`src/pkg/can_fault_pkg.sv`:
```
// Register map, field positions, limits and state codes of the CAN fault-confinement block.
package can_fault_pkg;

    // ==========================================================================
    // Register map (byte addresses, one 32-bit word each)
    // ==========================================================================
    localparam int          ADDR_W          = 8;
    localparam logic [7:0]  OFF_STATUS      = 8'h00;
    localparam logic [7:0]  OFF_COUNTERS    = 8'h04;
    localparam logic [7:0]  OFF_MASTER_CTRL = 8'h08;
    localparam logic [7:0]  OFF_IRQ_STATUS  = 8'h0C;
    localparam logic [7:0]  OFF_IRQ_MASK    = 8'h10;

    // ==========================================================================
    // Field positions
    // ==========================================================================
    localparam int STUFF_BIT   = 20;
    localparam int NOACK_BIT   = 19;
    localparam int BUS_OFF_BIT = 18;
    localparam int PASSIVE_BIT = 17;
    localparam int WARN_BIT    = 16;
    localparam int CCR_BIT     = 0;
    localparam int ABO_BIT     = 7;
    localparam int TEC_LSB     = 0;
    localparam int REC_LSB     = 16;

    // Interrupt status and mask layout.
    localparam int IRQ_W          = 6;
    localparam int IRQ_STUFF      = 0;
    localparam int IRQ_NOACK      = 1;
    localparam int IRQ_BUS_OFF    = 2;
    localparam int IRQ_PASSIVE    = 3;
    localparam int IRQ_WARN       = 4;
    localparam int IRQ_BUS_ON     = 5;

    // ==========================================================================
    // Counter widths, limits and reset values
    // ==========================================================================
    localparam int          CNT_W           = 9;
    localparam int          REC_W           = 8;
    localparam logic [8:0]  BUS_OFF_LIMIT   = 9'h100;
    localparam logic [8:0]  PASSIVE_LIMIT   = 9'h080;
    localparam logic [8:0]  WARN_LIMIT      = 9'h060;
    localparam logic [8:0]  REC_CEILING     = 9'h0FF;
    localparam logic [8:0]  CNT_RESET       = 9'h000;
    localparam logic [31:0] WORD_RESET      = 32'h0000_0000;
    localparam logic [5:0]  IRQ_RESET       = 6'h00;

    // Bus-off recovery: 128 runs of 11 received bits.
    localparam int RECOVERY_RUNS     = 128;
    localparam int RECOVERY_RUN_BITS = 11;
    localparam int RECOVERY_BITS     = RECOVERY_RUNS * RECOVERY_RUN_BITS;

    // ==========================================================================
    // Fault-confinement states
    // ==========================================================================
    typedef enum logic [2:0] {
        ST_ACTIVE  = 3'b001,
        ST_PASSIVE = 3'b010,
        ST_BUS_OFF = 3'b100
    } fault_state_t;

endpackage : can_fault_pkg

```
`src/logic/bus_off_recovery.sv`:
```
// Counter of received bits that releases the bus-off state automatically.
`timescale 1ns/1ps
module bus_off_recovery #(
    parameter int RUN_BITS = 1408
) (
    input  wire logic ref_clk_i,
    input  wire logic rst_i,
    input  wire logic run_i,
    input  wire logic bit_i,
    output logic      done_o
);

    localparam int          CW      = $clog2(RUN_BITS + 1);
    localparam logic [CW-1:0] LAST  = CW'(RUN_BITS - 1);

    logic [CW-1:0] count_r;
    logic [CW-1:0] count_nxt;
    logic          done_r;
    logic          done_nxt;

    // ==========================================================================
    // Bit counting
    // ==========================================================================
    // The count restarts whenever recovery is not armed, so a fresh bus-off
    // always waits the full number of bits.
    always_comb begin
        count_nxt = count_r;
        done_nxt  = 1'b0;
        if (!run_i) begin
            count_nxt = '0;
        end else if (bit_i) begin
            if (count_r == LAST) begin
                count_nxt = '0;
                done_nxt  = 1'b1;
            end else begin
                count_nxt = count_r + CW'(1);
            end
        end
    end

    always_ff @(posedge ref_clk_i) begin
        if (rst_i) begin
            count_r <= '0;
            done_r  <= 1'b0;
        end else begin
            count_r <= count_nxt;
            done_r  <= done_nxt;
        end
    end

    assign done_o = done_r;

endmodule : bus_off_recovery

```
`src/logic/can_fault_confine.sv`:
```
// Error flags and fault-confinement states of a CAN controller, with an Avalon-MM register slave.
//
// The Avalon-MM interface to the registers and the register addresses are this design's own decisions.
`timescale 1ns/1ps
module can_fault_confine
    import can_fault_pkg::*;
#(
    parameter int RECOVERY_LEN = RECOVERY_BITS
) (
    input  wire logic              ref_clk_i,
    input  wire logic              rst_i,
    input  wire logic [ADDR_W-1:0] avs_address_i,
    input  wire logic              avs_read_i,
    input  wire logic              avs_write_i,
    input  wire logic [31:0]       avs_writedata_i,
    input  wire logic [3:0]        avs_byteenable_i,
    output logic      [31:0]       avs_readdata_o,
    output logic                   avs_waitrequest_o,
    input  wire logic              stuff_error_i,
    input  wire logic              ack_error_i,
    input  wire logic              tec_inc_i,
    input  wire logic [3:0]        tec_inc_amt_i,
    input  wire logic              tec_dec_i,
    input  wire logic              rec_inc_i,
    input  wire logic [3:0]        rec_inc_amt_i,
    input  wire logic              rec_dec_i,
    input  wire logic              rx_bit_i,
    output logic                   bus_off_o,
    output logic                   error_passive_o,
    output logic                   warning_o,
    output logic                   irq_o
);

    // ==========================================================================
    // Helpers
    // ==========================================================================
    function automatic logic hits(input logic [ADDR_W-1:0] addr, input logic [ADDR_W-1:0] off);
        hits = (addr == off);
    endfunction : hits

    // Saturating counter step shared by both error counters.
    function automatic logic [CNT_W-1:0] step_count(input logic [CNT_W-1:0] cnt, input logic inc,
                                                    input logic [3:0] amt, input logic dec,
                                                    input logic [CNT_W-1:0] ceiling);
        logic [CNT_W:0] sum;
        sum = {1'b0, cnt};
        if (inc) begin
            sum = sum + {6'h00, amt};
        end
        if (dec && (sum != '0)) begin
            sum = sum - 10'h001;
        end
        if (sum > {1'b0, ceiling}) begin
            sum = {1'b0, ceiling};
        end
        step_count = sum[CNT_W-1:0];
    endfunction : step_count

    // ==========================================================================
    // Declarations
    // ==========================================================================
    logic             wait_r;
    logic             wait_nxt;
    logic [31:0]      rdata_r;
    logic [31:0]      rdata_nxt;
    logic             ack;
    logic             wr;
    logic             rd;
    logic [31:0]      wmask;
    logic [31:0]      wbits;
    fault_state_t     state_r;
    fault_state_t     state_nxt;
    logic [CNT_W-1:0] tec_r;
    logic [CNT_W-1:0] tec_nxt;
    logic [REC_W-1:0] rec_r;
    logic [REC_W-1:0] rec_nxt;
    logic [CNT_W-1:0] rec_step;
    logic             ccr_r;
    logic             ccr_nxt;
    logic             abo_r;
    logic             abo_nxt;
    logic             ccr_release;
    logic             recovery_done;
    logic             stuff_r;
    logic             stuff_nxt;
    logic             noack_r;
    logic             noack_nxt;
    logic             bus_off_r;
    logic             passive_r;
    logic             warn_r;
    logic             warn_nxt;
    logic [IRQ_W-1:0] irq_status_r;
    logic [IRQ_W-1:0] irq_status_nxt;
    logic [IRQ_W-1:0] irq_mask_r;
    logic [IRQ_W-1:0] irq_mask_nxt;
    logic [IRQ_W-1:0] events;
    logic             irq_r;
    logic             irq_nxt;

    // ==========================================================================
    // Avalon-MM slave
    // ==========================================================================
    // Every access waits exactly one cycle; all effects happen on the edge that
    // drops waitrequest, so write data and read data line up with that edge.
    assign ack   = (avs_read_i || avs_write_i) && wait_r;
    assign wr    = ack && avs_write_i;
    assign rd    = ack && avs_read_i;
    assign wmask = {{8{avs_byteenable_i[3]}}, {8{avs_byteenable_i[2]}},
                    {8{avs_byteenable_i[1]}}, {8{avs_byteenable_i[0]}}};
    assign wbits = avs_writedata_i & wmask;

    always_comb begin
        wait_nxt  = wait_r ? !ack : 1'b1;
        rdata_nxt = rdata_r;
        if (rd) begin
            rdata_nxt = WORD_RESET;
            if (hits(avs_address_i, OFF_STATUS)) begin
                rdata_nxt[STUFF_BIT]   = stuff_r;
                rdata_nxt[NOACK_BIT]   = noack_r;
                rdata_nxt[BUS_OFF_BIT] = bus_off_r;
                rdata_nxt[PASSIVE_BIT] = passive_r;
                rdata_nxt[WARN_BIT]    = warn_r;
            end else if (hits(avs_address_i, OFF_COUNTERS)) begin
                rdata_nxt[TEC_LSB +: CNT_W] = tec_r;
                rdata_nxt[REC_LSB +: REC_W] = rec_r;
            end else if (hits(avs_address_i, OFF_MASTER_CTRL)) begin
                rdata_nxt[CCR_BIT] = ccr_r;
                rdata_nxt[ABO_BIT] = abo_r;
            end else if (hits(avs_address_i, OFF_IRQ_STATUS)) begin
                rdata_nxt[IRQ_W-1:0] = irq_status_r;
            end else if (hits(avs_address_i, OFF_IRQ_MASK)) begin
                rdata_nxt[IRQ_W-1:0] = irq_mask_r;
            end
        end
    end

    always_ff @(posedge ref_clk_i) begin
        if (rst_i) begin
            wait_r  <= 1'b1;
            rdata_r <= WORD_RESET;
        end else begin
            wait_r  <= wait_nxt;
            rdata_r <= rdata_nxt;
        end
    end

    assign avs_waitrequest_o = wait_r;
    assign avs_readdata_o    = rdata_r;

    // ==========================================================================
    // Fault-confinement state and error counters
    // ==========================================================================
    assign ccr_release = wr && hits(avs_address_i, OFF_MASTER_CTRL) && avs_byteenable_i[0]
                         && !avs_writedata_i[CCR_BIT] && ccr_r;
    assign rec_step    = step_count({1'b0, rec_r}, rec_inc_i, rec_inc_amt_i, rec_dec_i, REC_CEILING);

    always_comb begin
        state_nxt = state_r;
        tec_nxt   = tec_r;
        rec_nxt   = rec_r;
        case (state_r)
            ST_ACTIVE, ST_PASSIVE: begin
                tec_nxt = step_count(tec_r, tec_inc_i, tec_inc_amt_i, tec_dec_i, BUS_OFF_LIMIT);
                rec_nxt = rec_step[REC_W-1:0];
                if (tec_nxt >= BUS_OFF_LIMIT) begin
                    state_nxt = ST_BUS_OFF;
                end else if (tec_nxt >= PASSIVE_LIMIT) begin
                    state_nxt = ST_PASSIVE;
                end else begin
                    state_nxt = ST_ACTIVE;
                end
            end
            ST_BUS_OFF: begin
                // Counter inputs are ignored here: the node takes no part in traffic.
                if (ccr_release || recovery_done) begin
                    state_nxt = ST_ACTIVE;
                    tec_nxt   = CNT_RESET;
                    rec_nxt   = REC_W'(CNT_RESET);
                end
            end
            default: begin
                state_nxt = ST_ACTIVE;
                tec_nxt   = CNT_RESET;
                rec_nxt   = REC_W'(CNT_RESET);
            end
        endcase
    end

    // Entering bus-off without auto-bus-on raises the request bit, so software
    // has something to clear when it decides the node may rejoin the bus.
    always_comb begin
        ccr_nxt = ccr_r;
        abo_nxt = abo_r;
        if (wr && hits(avs_address_i, OFF_MASTER_CTRL) && avs_byteenable_i[0]) begin
            ccr_nxt = avs_writedata_i[CCR_BIT];
            abo_nxt = avs_writedata_i[ABO_BIT];
        end
        if ((state_nxt == ST_BUS_OFF) && (state_r != ST_BUS_OFF) && !abo_nxt) begin
            ccr_nxt = 1'b1;
        end
    end

    bus_off_recovery #(
        .RUN_BITS (RECOVERY_LEN)
    ) u_recovery (
        .ref_clk_i (ref_clk_i),
        .rst_i     (rst_i),
        .run_i     ((state_r == ST_BUS_OFF) && abo_r),
        .bit_i     (rx_bit_i),
        .done_o    (recovery_done)
    );

    // ==========================================================================
    // Error flags
    // ==========================================================================
    // Write one clears a sticky flag; an event in the same cycle wins.
    always_comb begin
        stuff_nxt = stuff_r;
        noack_nxt = noack_r;
        if (wr && hits(avs_address_i, OFF_STATUS)) begin
            stuff_nxt = stuff_r & !wbits[STUFF_BIT];
            noack_nxt = noack_r & !wbits[NOACK_BIT];
        end
        stuff_nxt = stuff_nxt | stuff_error_i;
        noack_nxt = noack_nxt | ack_error_i;
        warn_nxt  = (tec_nxt >= WARN_LIMIT) || ({1'b0, rec_nxt} >= WARN_LIMIT);
    end

    // ==========================================================================
    // Interrupts
    // ==========================================================================
    always_comb begin
        events                 = '0;
        events[IRQ_STUFF]      = stuff_error_i;
        events[IRQ_NOACK]      = ack_error_i;
        events[IRQ_BUS_OFF]    = (state_nxt == ST_BUS_OFF) && (state_r != ST_BUS_OFF);
        events[IRQ_PASSIVE]    = (state_nxt == ST_PASSIVE) && (state_r != ST_PASSIVE);
        events[IRQ_WARN]       = warn_nxt && !warn_r;
        events[IRQ_BUS_ON]     = (state_r == ST_BUS_OFF) && (state_nxt != ST_BUS_OFF);
        irq_mask_nxt           = irq_mask_r;
        irq_status_nxt         = irq_status_r;
        if (wr && hits(avs_address_i, OFF_IRQ_MASK)) begin
            irq_mask_nxt = (irq_mask_r & ~wmask[IRQ_W-1:0]) | wbits[IRQ_W-1:0];
        end
        // Only the bits that the read returns are cleared, so nothing is lost.
        if (rd && hits(avs_address_i, OFF_IRQ_STATUS)) begin
            irq_status_nxt = '0;
        end
        irq_status_nxt = irq_status_nxt | events;
        irq_nxt        = |(irq_status_nxt & irq_mask_nxt);
    end

    always_ff @(posedge ref_clk_i) begin
        if (rst_i) begin
            state_r      <= ST_ACTIVE;
            tec_r        <= CNT_RESET;
            rec_r        <= REC_W'(CNT_RESET);
            ccr_r        <= 1'b0;
            abo_r        <= 1'b0;
            stuff_r      <= 1'b0;
            noack_r      <= 1'b0;
            bus_off_r    <= 1'b0;
            passive_r    <= 1'b0;
            warn_r       <= 1'b0;
            irq_status_r <= IRQ_RESET;
            irq_mask_r   <= IRQ_RESET;
            irq_r        <= 1'b0;
        end else begin
            state_r      <= state_nxt;
            tec_r        <= tec_nxt;
            rec_r        <= rec_nxt;
            ccr_r        <= ccr_nxt;
            abo_r        <= abo_nxt;
            stuff_r      <= stuff_nxt;
            noack_r      <= noack_nxt;
            bus_off_r    <= (state_nxt == ST_BUS_OFF);
            passive_r    <= (state_nxt == ST_PASSIVE);
            warn_r       <= warn_nxt;
            irq_status_r <= irq_status_nxt;
            irq_mask_r   <= irq_mask_nxt;
            irq_r        <= irq_nxt;
        end
    end

    assign bus_off_o       = bus_off_r;
    assign error_passive_o = passive_r;
    assign warning_o       = warn_r;
    assign irq_o           = irq_r;
endmodule : can_fault_confine

```
`config.mk`:
```
export PLATFORM = sky130hd
export DESIGN_NAME = can_fault_confine
export DESIGN_NICKNAME = d
export VERILOG_FILES = /design/src/pkg/can_fault_pkg.sv /design/src/logic/bus_off_recovery.sv /design/src/logic/can_fault_confine.sv
export SDC_FILE = /design/constraint.sdc
export NUM_CORES = 1
export LEC_CHECK = 0
export BUFFER_PORTS_ARGS = -buffer_cell sky130_fd_sc_hd__buf_2
export CORE_UTILIZATION = 56
export DETAILED_ROUTE_END_ITERATION = 12
export GPL_TIMING_DRIVEN = 0
export PLACE_DENSITY = 0.84
export SETUP_SLACK_MARGIN = 0.5
export SLEW_MARGIN = 40
export SYNTH_ARGS = -nofsm -noshare
export SYNTH_HDL_FRONTEND = slang
export SYNTH_SLANG_ARGS = --single-unit
```
`constraint.sdc`:
```
create_clock -name ref_clk_i -period 5.5 [get_ports ref_clk_i]
set_input_delay 1.1 -clock ref_clk_i [delete_from_list [all_inputs] [get_ports ref_clk_i]]
set_output_delay 1.1 -clock ref_clk_i [all_outputs]
set_load 0.01 [all_outputs]
```
==> results of run 1 <==
## where the power goes
group | total, mW | switching [mW] | internal [mW] | leakage [nW]
Clock | 0.347 | 0.187 | 0.160 | 0.0752
Combinational | 1.09 | 0.642 | 0.445 | 1.53
Sequential | 0.657 | 0.0806 | 0.576 | 0.568
Total | 2.09 | 0.910 | 1.18 | 2.17
## flip-flops by register name, summed over array words and instances (netlist names)
signal,flops
warning_o,1
ccr_r,1
irq_mask_r,6
u_recovery.done_o,1
stuff_r,1
avs_readdata_o,17
rec_r,8
bus_off_o,1
state_r,3
error_passive_o,1
irq_o,1
tec_r,9
irq_status_r,6
noack_r,1
u_recovery.count_r,11
avs_waitrequest_o,1
abo_r,1
## area by class of cell
type / instances / share of cell area
buffer: 45 / 0.0487
sequential: 70 / 0.256
timing repair buffer: 56 / 0.0512
clock inverter: 4 / 0.00457
clock buffer: 11 / 0.0240
inverter: 13 / 0.00892
tap: 105 / 0.0240
multi-input combinational: 465 / 0.582
## per-layer routing
metal / vias up / wire length [µm]
li1: 2255 / -
met1: 2169 / 5390
met2: 204 / 5980
met3: 22 / 889
met4: 0 / 142
met5: - / 0
## tightest hold or removal path: stages, from the launching register on
cell and delay (ns):
dfxtp_1 0.32, nand2_1 0.05, a21oi_1 0.05
## metrics by stage
step	cell area, µm²	setup slack (ns)
2_1_floorplan	4890	1.33
3_3_place_gp	5300	0.954
3_5_place_dp	5310	0.855
4_1_cts	5470	1.21
5_1_grt	5470	0.984
6_report	5470	1.16
## cell usage after synthesis (3+ instances only)
master	count
nor2b_1	7
nand3_1	19
nand2_1	49
a22oi_1	15
mux2i_1	19
clkbuf_1	17
o2111ai_1	3
ha_1	12
buf_4	18
nor3_1	7
buf_2	6
mux2_2	10
buf_6	3
and3_1	5
or3b_1	3
a21o_1	4
o211ai_1	5
a221oi_1	6
nand3b_1	5
o21a_1	4
a32oi_1	7
xor2_1	10
and2_1	7
nor2_1	81
o21ai_0	21
nor3b_1	8
dfxtp_1	70
o221ai_1	3
o31ai_1	6
a211oi_1	4
mux2i_2	4
a31oi_1	3
nand4_1	9
a21oi_1	27
inv_1	13
xnor2_1	14
nand2b_1	3
## worst max path at each step
stage,start,end,slack [ns],cells after the start
floorplan,tec_inc_amt_i[0],tec_r[4],1.33,13
global placement,tec_inc_amt_i[0],tec_r[4],0.95,14
detailed placement,rec_inc_amt_i[0],irq_o,0.85,12
CTS,rec_inc_amt_i[0],irq_o,1.21,12
global route,rec_inc_amt_i[0],irq_o,0.98,12
finish,rec_inc_amt_i[0],irq_o,1.16,12
## logic make-up (layout without fill, tap and decap cells)
| logic type | Yosys count | after routing | share of synthesized area |
|---|---|---|---|
| xor+xnor | 24 | 24 | 0.0434 |
| mux | 33 | 33 | 0.0740 |
| other cells | 1 | 15 | 0.000775 |
| buf+inv | 58 | 129 | 0.0652 |
| compound gates | 147 | 147 | 0.240 |
| flops | 70 | 70 | 0.290 |
| fa+ha+maj | 14 | 14 | 0.0393 |
| simple gates | 232 | 232 | 0.248 |
==> summary.md, run 1 <==
| Metric | Value |
|---|---|
| Synth unique cells | 88 |
| First drt pass iteration count | 5 |
| Top_reg_cell synth | dfxtp_1 |
| CP max stage cell | nor4b_1 |
| Initial antenna violation count | 0 |
| Area of the core | 8300 µm² |
| Row cnt | 33 |
| Required @ worst endpoint | 5.72 ns |
| GRT busiest layer | met2 |
| Clock Tree Root | clkbuf_8 |
| Number of synthesized flops with an enable pin | 0 |
| CTS Buffer Depth | 2 |
| Slew @ Worst Pin | 0.844 ns |
| Fin util | 0.659 |
| Synth Instances | 579 |
| Grt met2 use | 0.474 |
| Clock period minus worst slack | 4.34 ns |
| Dominant cells by area after synthesis | dfxtp_1 (29%), nor2_1 (6.3%), mux2i_1 (3.9%), nand2_1 (3.8%), ha_1 (3.1%) |
| Flop-to-flop setup slack | 1.54 ns |
| Cells after DPL | 754 |
| Largest area contributor in the netlist | dfxtp_1 |
| Final hold violation count | 0 |
| Hold_buf cts | 0 |
| Tcrit/Tclk final | 0.790 |
| Family with the most delay on the worst path | compound AO/OA/AOI/OAI gates |
| Commonest non-fill, non-tap cell in the layout | nor2_1 |
| Postcts setup bufs | 0 |
| DR vias/cell | 6.05 |
| Die area | 9020 µm² |
| Worst-path cell chain | buf_2 -> ha_1 -> fa_1 -> nor3b_1 -> o221ai_1 -> nor4b_1 -> mux2i_1 -> xnor2_1 -> o21ai_0 -> o21ba_2 -> a2111oi_4 -> o211ai_2 |
| Worst hold path class | register to register |
| Met3 Use GR | 0.0676 |
| RSZ-0062 raised after global routing | false |
| CTS resizes | 0 |
| CP max FO | 3 |
| Largest net degree at the start of global routing | 12 |
| Slew Viols, Final | 0 |
| Htree depth | 3 |
| Power density cells | 382 nW/µm² |
| Nature of the critical path startpoint | input pin |
| Clk sink count | 70 |
| Worst path bufs/invs | 1 |
| Hold path depth | 2 |
| Area of the mapped netlist | 4840 µm² |
| DR DRC count | 0 |
| Detail Route Antenna Nets | 0 |
| Global routing usage on met1 | 0.364 |
| Register area share after synthesis | 0.290 |
| CTS tree | yes |
| Reg2reg start | rec_r[0] |
| Filler cells | 684 |
| Vias | 4650 |
| Setup Skew | 0.00599 ns |
| Asr flop ratio synth | 0 |
| Slowest Stage Delay on Critical Path | 0.70 ns |
| CTS Buf Count | 9 |
| Synth Area per Inst | 8.36 µm² |
| Slew HR | 0.433 |
| HP Start | avs_readdata_o[7] |
| GRT Util Overall | 0.282 |
| Critical path class | input pin to register |
| Hold Path Sink | avs_readdata_o[7] |
| Share of cells above drive strength 1 | 0.217 |
| Sum Neg Setup Slack | 0 ns |
| Fin Hold WS | 0.466 ns |
| Multi-input logic area | 3190 µm² |
| WP data arrival | 4.56 ns |
| Gp weighted congestion | 0.911 |
| First-pass GRT wire length | 19900 µm |
| N_diodes | 0 |
| Static leakage | 2.17 nW |
| Top cell type's share of synthesized area | 0.290 |
| Die width | 95.0 µm |
| Total power | 2.09 mW |
| Status | complete, no violations |
| Clock Latency Late Sink | 0.35 ns |
| Area Overhead vs Synth | 13.1% |
| Commonest non-fill, non-tap cells in the layout | nor2_1 (81), dfxtp_1 (70), buf_2 (62), nand2_1 (49), a21oi_1 (27) |
| Ys Warns | 0 |
| Peak supply drop | 207 µV |
| 1st-iter DRT viols | 372 |
| Fmax | 230 MHz |
| IO Port Bufs | 56 |
| # setup viols final | 0 |
| Non-filler instance count after layout | 769 |
| IO Count | 100 |
| CP Capture Type | register |
| Flops & latches, synth | 70 |
| DRT Wirelength | 12400 µm |
| FF/Latch Area | 1400 µm² |
| # Max-Cap Violations | 0 |
| Starting density of the core | 0.583 |
| Die H | 95.0 µm |
| Nets@finish | 737 |
| Clk pin slew, worst setup/hold paths | 0.07 ns |
| R2R depth | 11 |
| Total grt overflow | 0 |
| DR WL/cell | 16.1 µm |
| Vias in the first global route | 4295 |
| Worst r2r dst | irq_o |
| DP HPWL | 9570 µm |
Power figures use the tool's default switching activity.
==> run 2, diff against run 1 <==
--- a/config.mk
+++ b/config.mk
@@ -5,8 +5,9 @@
 export SDC_FILE = /design/constraint.sdc
 export NUM_CORES = 1
 export LEC_CHECK = 0
+export ABC_AREA = 1
 export BUFFER_PORTS_ARGS = -buffer_cell sky130_fd_sc_hd__buf_2
-export CORE_UTILIZATION = 56
+export CORE_UTILIZATION = 55
 export DETAILED_ROUTE_END_ITERATION = 12
 export GPL_TIMING_DRIVEN = 0
 export PLACE_DENSITY = 0.84
==> constraint.sdc (replaced) <==
create_clock -name ref_clk_i -period 4.4 [get_ports ref_clk_i]
set_input_delay 0.88 -clock ref_clk_i [delete_from_list [all_inputs] [get_ports ref_clk_i]]
set_output_delay 0.88 -clock ref_clk_i [all_outputs]
set_load 0.01 [all_outputs]
==> run 2 against run 1 <==
Net effect:
- global-route usage decreased by 1.2 points
- clock skew increased by 0.0058 ns
- sequential share of layout area increased by 0.81 points
- utilization decreased by 1.1 points
- synthesized cell count increased by 22%
- design area decreased by 3.1%
- hold slack about the same
- wire length decreased by 5.1%
- combinational power increased by 27%
- critical path depth increased by 14
- critical endpoint unchanged
- worst setup slack got worse by 0.38 ns
- register-to-register slack got worse by 0.59 ns
==> summary.md, run 2 <==
| Metric | Value |
|---|---|
| CTS resizes | 0 (unchanged) |
| Nets@finish | 866 (+18%) |
| Largest net degree at the start of global routing | 13 (+1) |
| Area of the mapped netlist | 4620 µm² (-4.6%) |
| Htree depth | 3 (unchanged) |
| Commonest non-fill, non-tap cell in the layout | nand2_1 |
| Slew @ Worst Pin | 0.709 ns (-0.135 ns) |
| Hold_buf cts | 0 (unchanged) |
| Final hold violation count | 0 (unchanged) |
| Ys Warns | 0 (unchanged) |
| Clock period minus worst slack | 3.62 ns |
| Detail Route Antenna Nets | 0 (unchanged) |
| Area of the core | 8180 µm² (-1.5%) |
| Clk pin slew, worst setup/hold paths | 0.08 ns (about the same) |
| Mux cell area share after synthesis | 0.00650 (-0.0675) |
| Peak supply drop | 411 µV (+99%) |
| Slew Viols, Final | 0 (unchanged) |
| Synth Instances | 706 (+22%) |
| Nature of the critical path startpoint | input pin |
| Combinational fraction of design power | 0.494 (-0.026) |
| IO Port Bufs | 58 (+3.6%) |
| Main combinational cell family by area after synthesis | simple AND/OR/NAND/NOR gates |
| Top cell type's share of synthesized area | 0.304 (+0.0139) |
| Synth Area in XOR/XNOR | 0.0206 (-0.0228) |
| Total power | 2.79 mW (+34%) |
| Dpl ws | 0.434 ns (-0.421 ns) |
| Top cells by count, synth | nand2_1 (193), inv_1 (84), nor2_1 (78) |
| Max reg flops | 17 (unchanged) |
| Initial antenna violation count | 0 (unchanged) |
| CTS tree | yes |
| CP Capture Type | register |
| Filler cells | 740 (+8.2%) |
| CTS Buf Count | 9 (unchanged) |
| DRT Wirelength | 11800 µm (-5.1%) |
| # setup viols final | 0 (unchanged) |
| Sequential Power Share | 0.302 (-0.012) |
| Critical path class | input pin to register |
| DR WL/cell | 13.1 µm (-19%) |
| Sw Pwr | 1.26 mW (+38%) |
| Vias | 4850 (+4.3%) |
| Total grt overflow | 0 (unchanged) |
| Dominant cells by area after synthesis | dfxtp_1 (30%), nand2_1 (16%), inv_1 (6.8%), nor2_1 (6.3%), a21oi_1 (5.2%) |
| Simple-Gate Fraction of Synth Area | 0.383 (+0.135) |
| Row cnt | 33 (unchanged) |
| WP data arrival | 3.93 ns (-0.63 ns) |
| DR DRC count | 0 (unchanged) |
| First-pass GRT wire length | 18700 µm (-6.2%) |
| Synth Area per Inst | 6.54 µm² (-22%) |
| Die width | 93.6 µm (-1.4%) |
| Slew HR | 0.528 (+0.0946) |
| Vias in the first global route | 4318 (+0.54%) |
| Synth unique cells | 50 (-43%) |
| Sum Neg Setup Slack | 0 ns (unchanged) |
| Top_reg_cell synth | dfxtp_1 |
| Gp weighted congestion | 0.892 (-2.1%) |
| Clk sink count | 70 (unchanged) |
| Multi-input logic area | 2720 µm² (-15%) |
| Most numerous cell in the Yosys netlist | nand2_1 |
| CP max FO | 10 (+7) |
| Int Power | 1.53 mW (+30%) |
| Final setup margin | 0.776 ns (-0.379 ns) |
| Switching share of power | 0.451 (+0.0153) |
| First drt pass iteration count | 5 (unchanged) |
| Postcts setup bufs | 0 (unchanged) |
| Clock Tree Root | clkbuf_8 |
| Register area share after synthesis | 0.304 (+0.0139) |
| # Max-Cap Violations | 0 (unchanged) |
| Clock power frac | 0.204 (+0.038) |
| Area Overhead vs Synth | 14.9% |
| N_diodes | 0 (unchanged) |
| Starting density of the core | 0.565 (-0.0183) |
| Asr flop ratio synth | 0 (unchanged) |
| Required @ worst endpoint | 4.70 ns (-1.02 ns) |
| Die area | 8760 µm² (-2.8%) |
| Number of synthesized flops with an enable pin | 0 (unchanged) |
| Power density cells | 527 nW/µm² (+38%) |
| DR vias/cell | 5.40 (-11%) |
| 1st-iter DRT viols | 288 (-23%) |
| Status | complete, no violations |
| Flops & latches, synth | 70 (unchanged) |
| Tcrit/Tclk final | 0.824 |
| Die H | 93.6 µm (-1.4%) |
| CTS Buffer Depth | 2 (unchanged) |
| DP HPWL | 9190 µm (-4.0%) |
| Worst hold path class | register to register |
| Fmax | 276 MHz |
| Clock Latency Late Sink | 0.36 ns (about the same) |
| IO Count | 100 (unchanged) |
| FF/Latch Area | 1400 µm² (unchanged) |
| Complex-gate fraction of the synthesized area | 0.126 (-0.114) |
| GRT Util Overall | 0.270 (-0.0120) |
| Commonest non-fill, non-tap cells in the layout | nand2_1 (193), inv_1 (84), nor2_1 (78), dfxtp_1 (70), buf_2 (59) |
| Static leakage | 2.65 nW (+22%) |
| RSZ-0062 raised after global routing | false |
| Post-synthesis adder-cell area fraction | 0.0412 (+0.00189) |
| Share of cells above drive strength 1 | 0.190 (-0.0265) |
| Setup Skew | 0.0118 ns (+0.00582 ns) |
| Largest area contributor in the netlist | dfxtp_1 |
-- run 2: final timing paths --
kind,from,to,slack (ns),cells past startpoint
worst min register to register,avs_readdata_o[22],avs_readdata_o[22],0.47,2
worst min-delay path,avs_readdata_o[22],avs_readdata_o[22],0.47,2
worst max-delay path,tec_inc_amt_i[0],irq_o,0.78,26
worst max register to register,tec_r[0],irq_o,0.95,25
-- run 2: per-layer routing --
| layer | wire [µm] | vias to the layer above | global-route usage |
|---|---|---|---|
| met3 | 750 | 21 | 0.0504 |
| met1 | 4990 | 2247 | 0.318 |
| met2 | 5850 | 177 | 0.491 |
| met4 | 178 | 0 | 0.0885 |
| li1 | - | 2405 | - |
| met5 | 0 | - | 0 |
-- run 2: per-stage QoR --
stage / util / instance area (µm²) / hold slack [ns] / instances
after CTS: 0.649 / 5300 / 0.470 / 898
after global routing: 0.649 / 5300 / 0.498 / 898
after global placement: 0.623 / 5090 / 0.447 / 883
after floorplan: - / 4670 / 0.440 / 720
after detailed placement: 0.623 / 5090 / 0.460 / 883
final: 0.649 / 5300 / 0.466 / 898
-- run 2: area by class of cell --
class / count / area share
Buffer: 26 / 0.0321
Clock buffer: 9 / 0.0234
Clock inverter: 6 / 0.0165
Inverter: 100 / 0.0708
Multi-Input combinational cell: 524 / 0.513
Sequential cell: 70 / 0.264
Tap cell: 105 / 0.0248
Timing Repair Buffer: 58 / 0.0547
-- run 2: critical path, cell delays in order --
cell,delay (ns)
buf_2,0.10
ha_1,0.22
fa_1,0.45
o21ai_2,0.20
ha_1,0.21
inv_1,0.05
nor2_1,0.10
nand3_1,0.17
nor2_2,0.15
nand3_2,0.13
buf_6,0.18
nand3_1,0.06
nand2_1,0.08
nand2_1,0.06
nand2_1,0.05
nor2_1,0.13
nand2_1,0.08
nand2_2,0.08
nand3_1,0.10
nand2_1,0.07
nand2_1,0.06
nand3_2,0.08
nand2_2,0.06
nand2_1,0.07
nand2_1,0.05
nand2_1,0.05
-- run 2: cells by family after synthesis --
family | after synthesis
and+or+nand+nor | 386
buffers and inverters | 126
AOI/OAI and AO/OA | 96
DFF | 70
adders and majority gates | 14
xor gates and xnor gates | 10
muxes | 3
other | 1
-- run 2: power groups by stage --
| stage | clock network, mW | logic (mW) | registers (mW) |
|---|---|---|---|
| after floorplan | 0 | 1.07 | 0.828 |
| after global placement | 0 | 1.29 | 0.847 |
| after detailed placement | 0 | 1.35 | 0.851 |
| after CTS | 0.569 | 1.36 | 0.838 |
| after global routing | 0.594 | 1.53 | 0.855 |
| final | 0.570 | 1.38 | 0.843 |
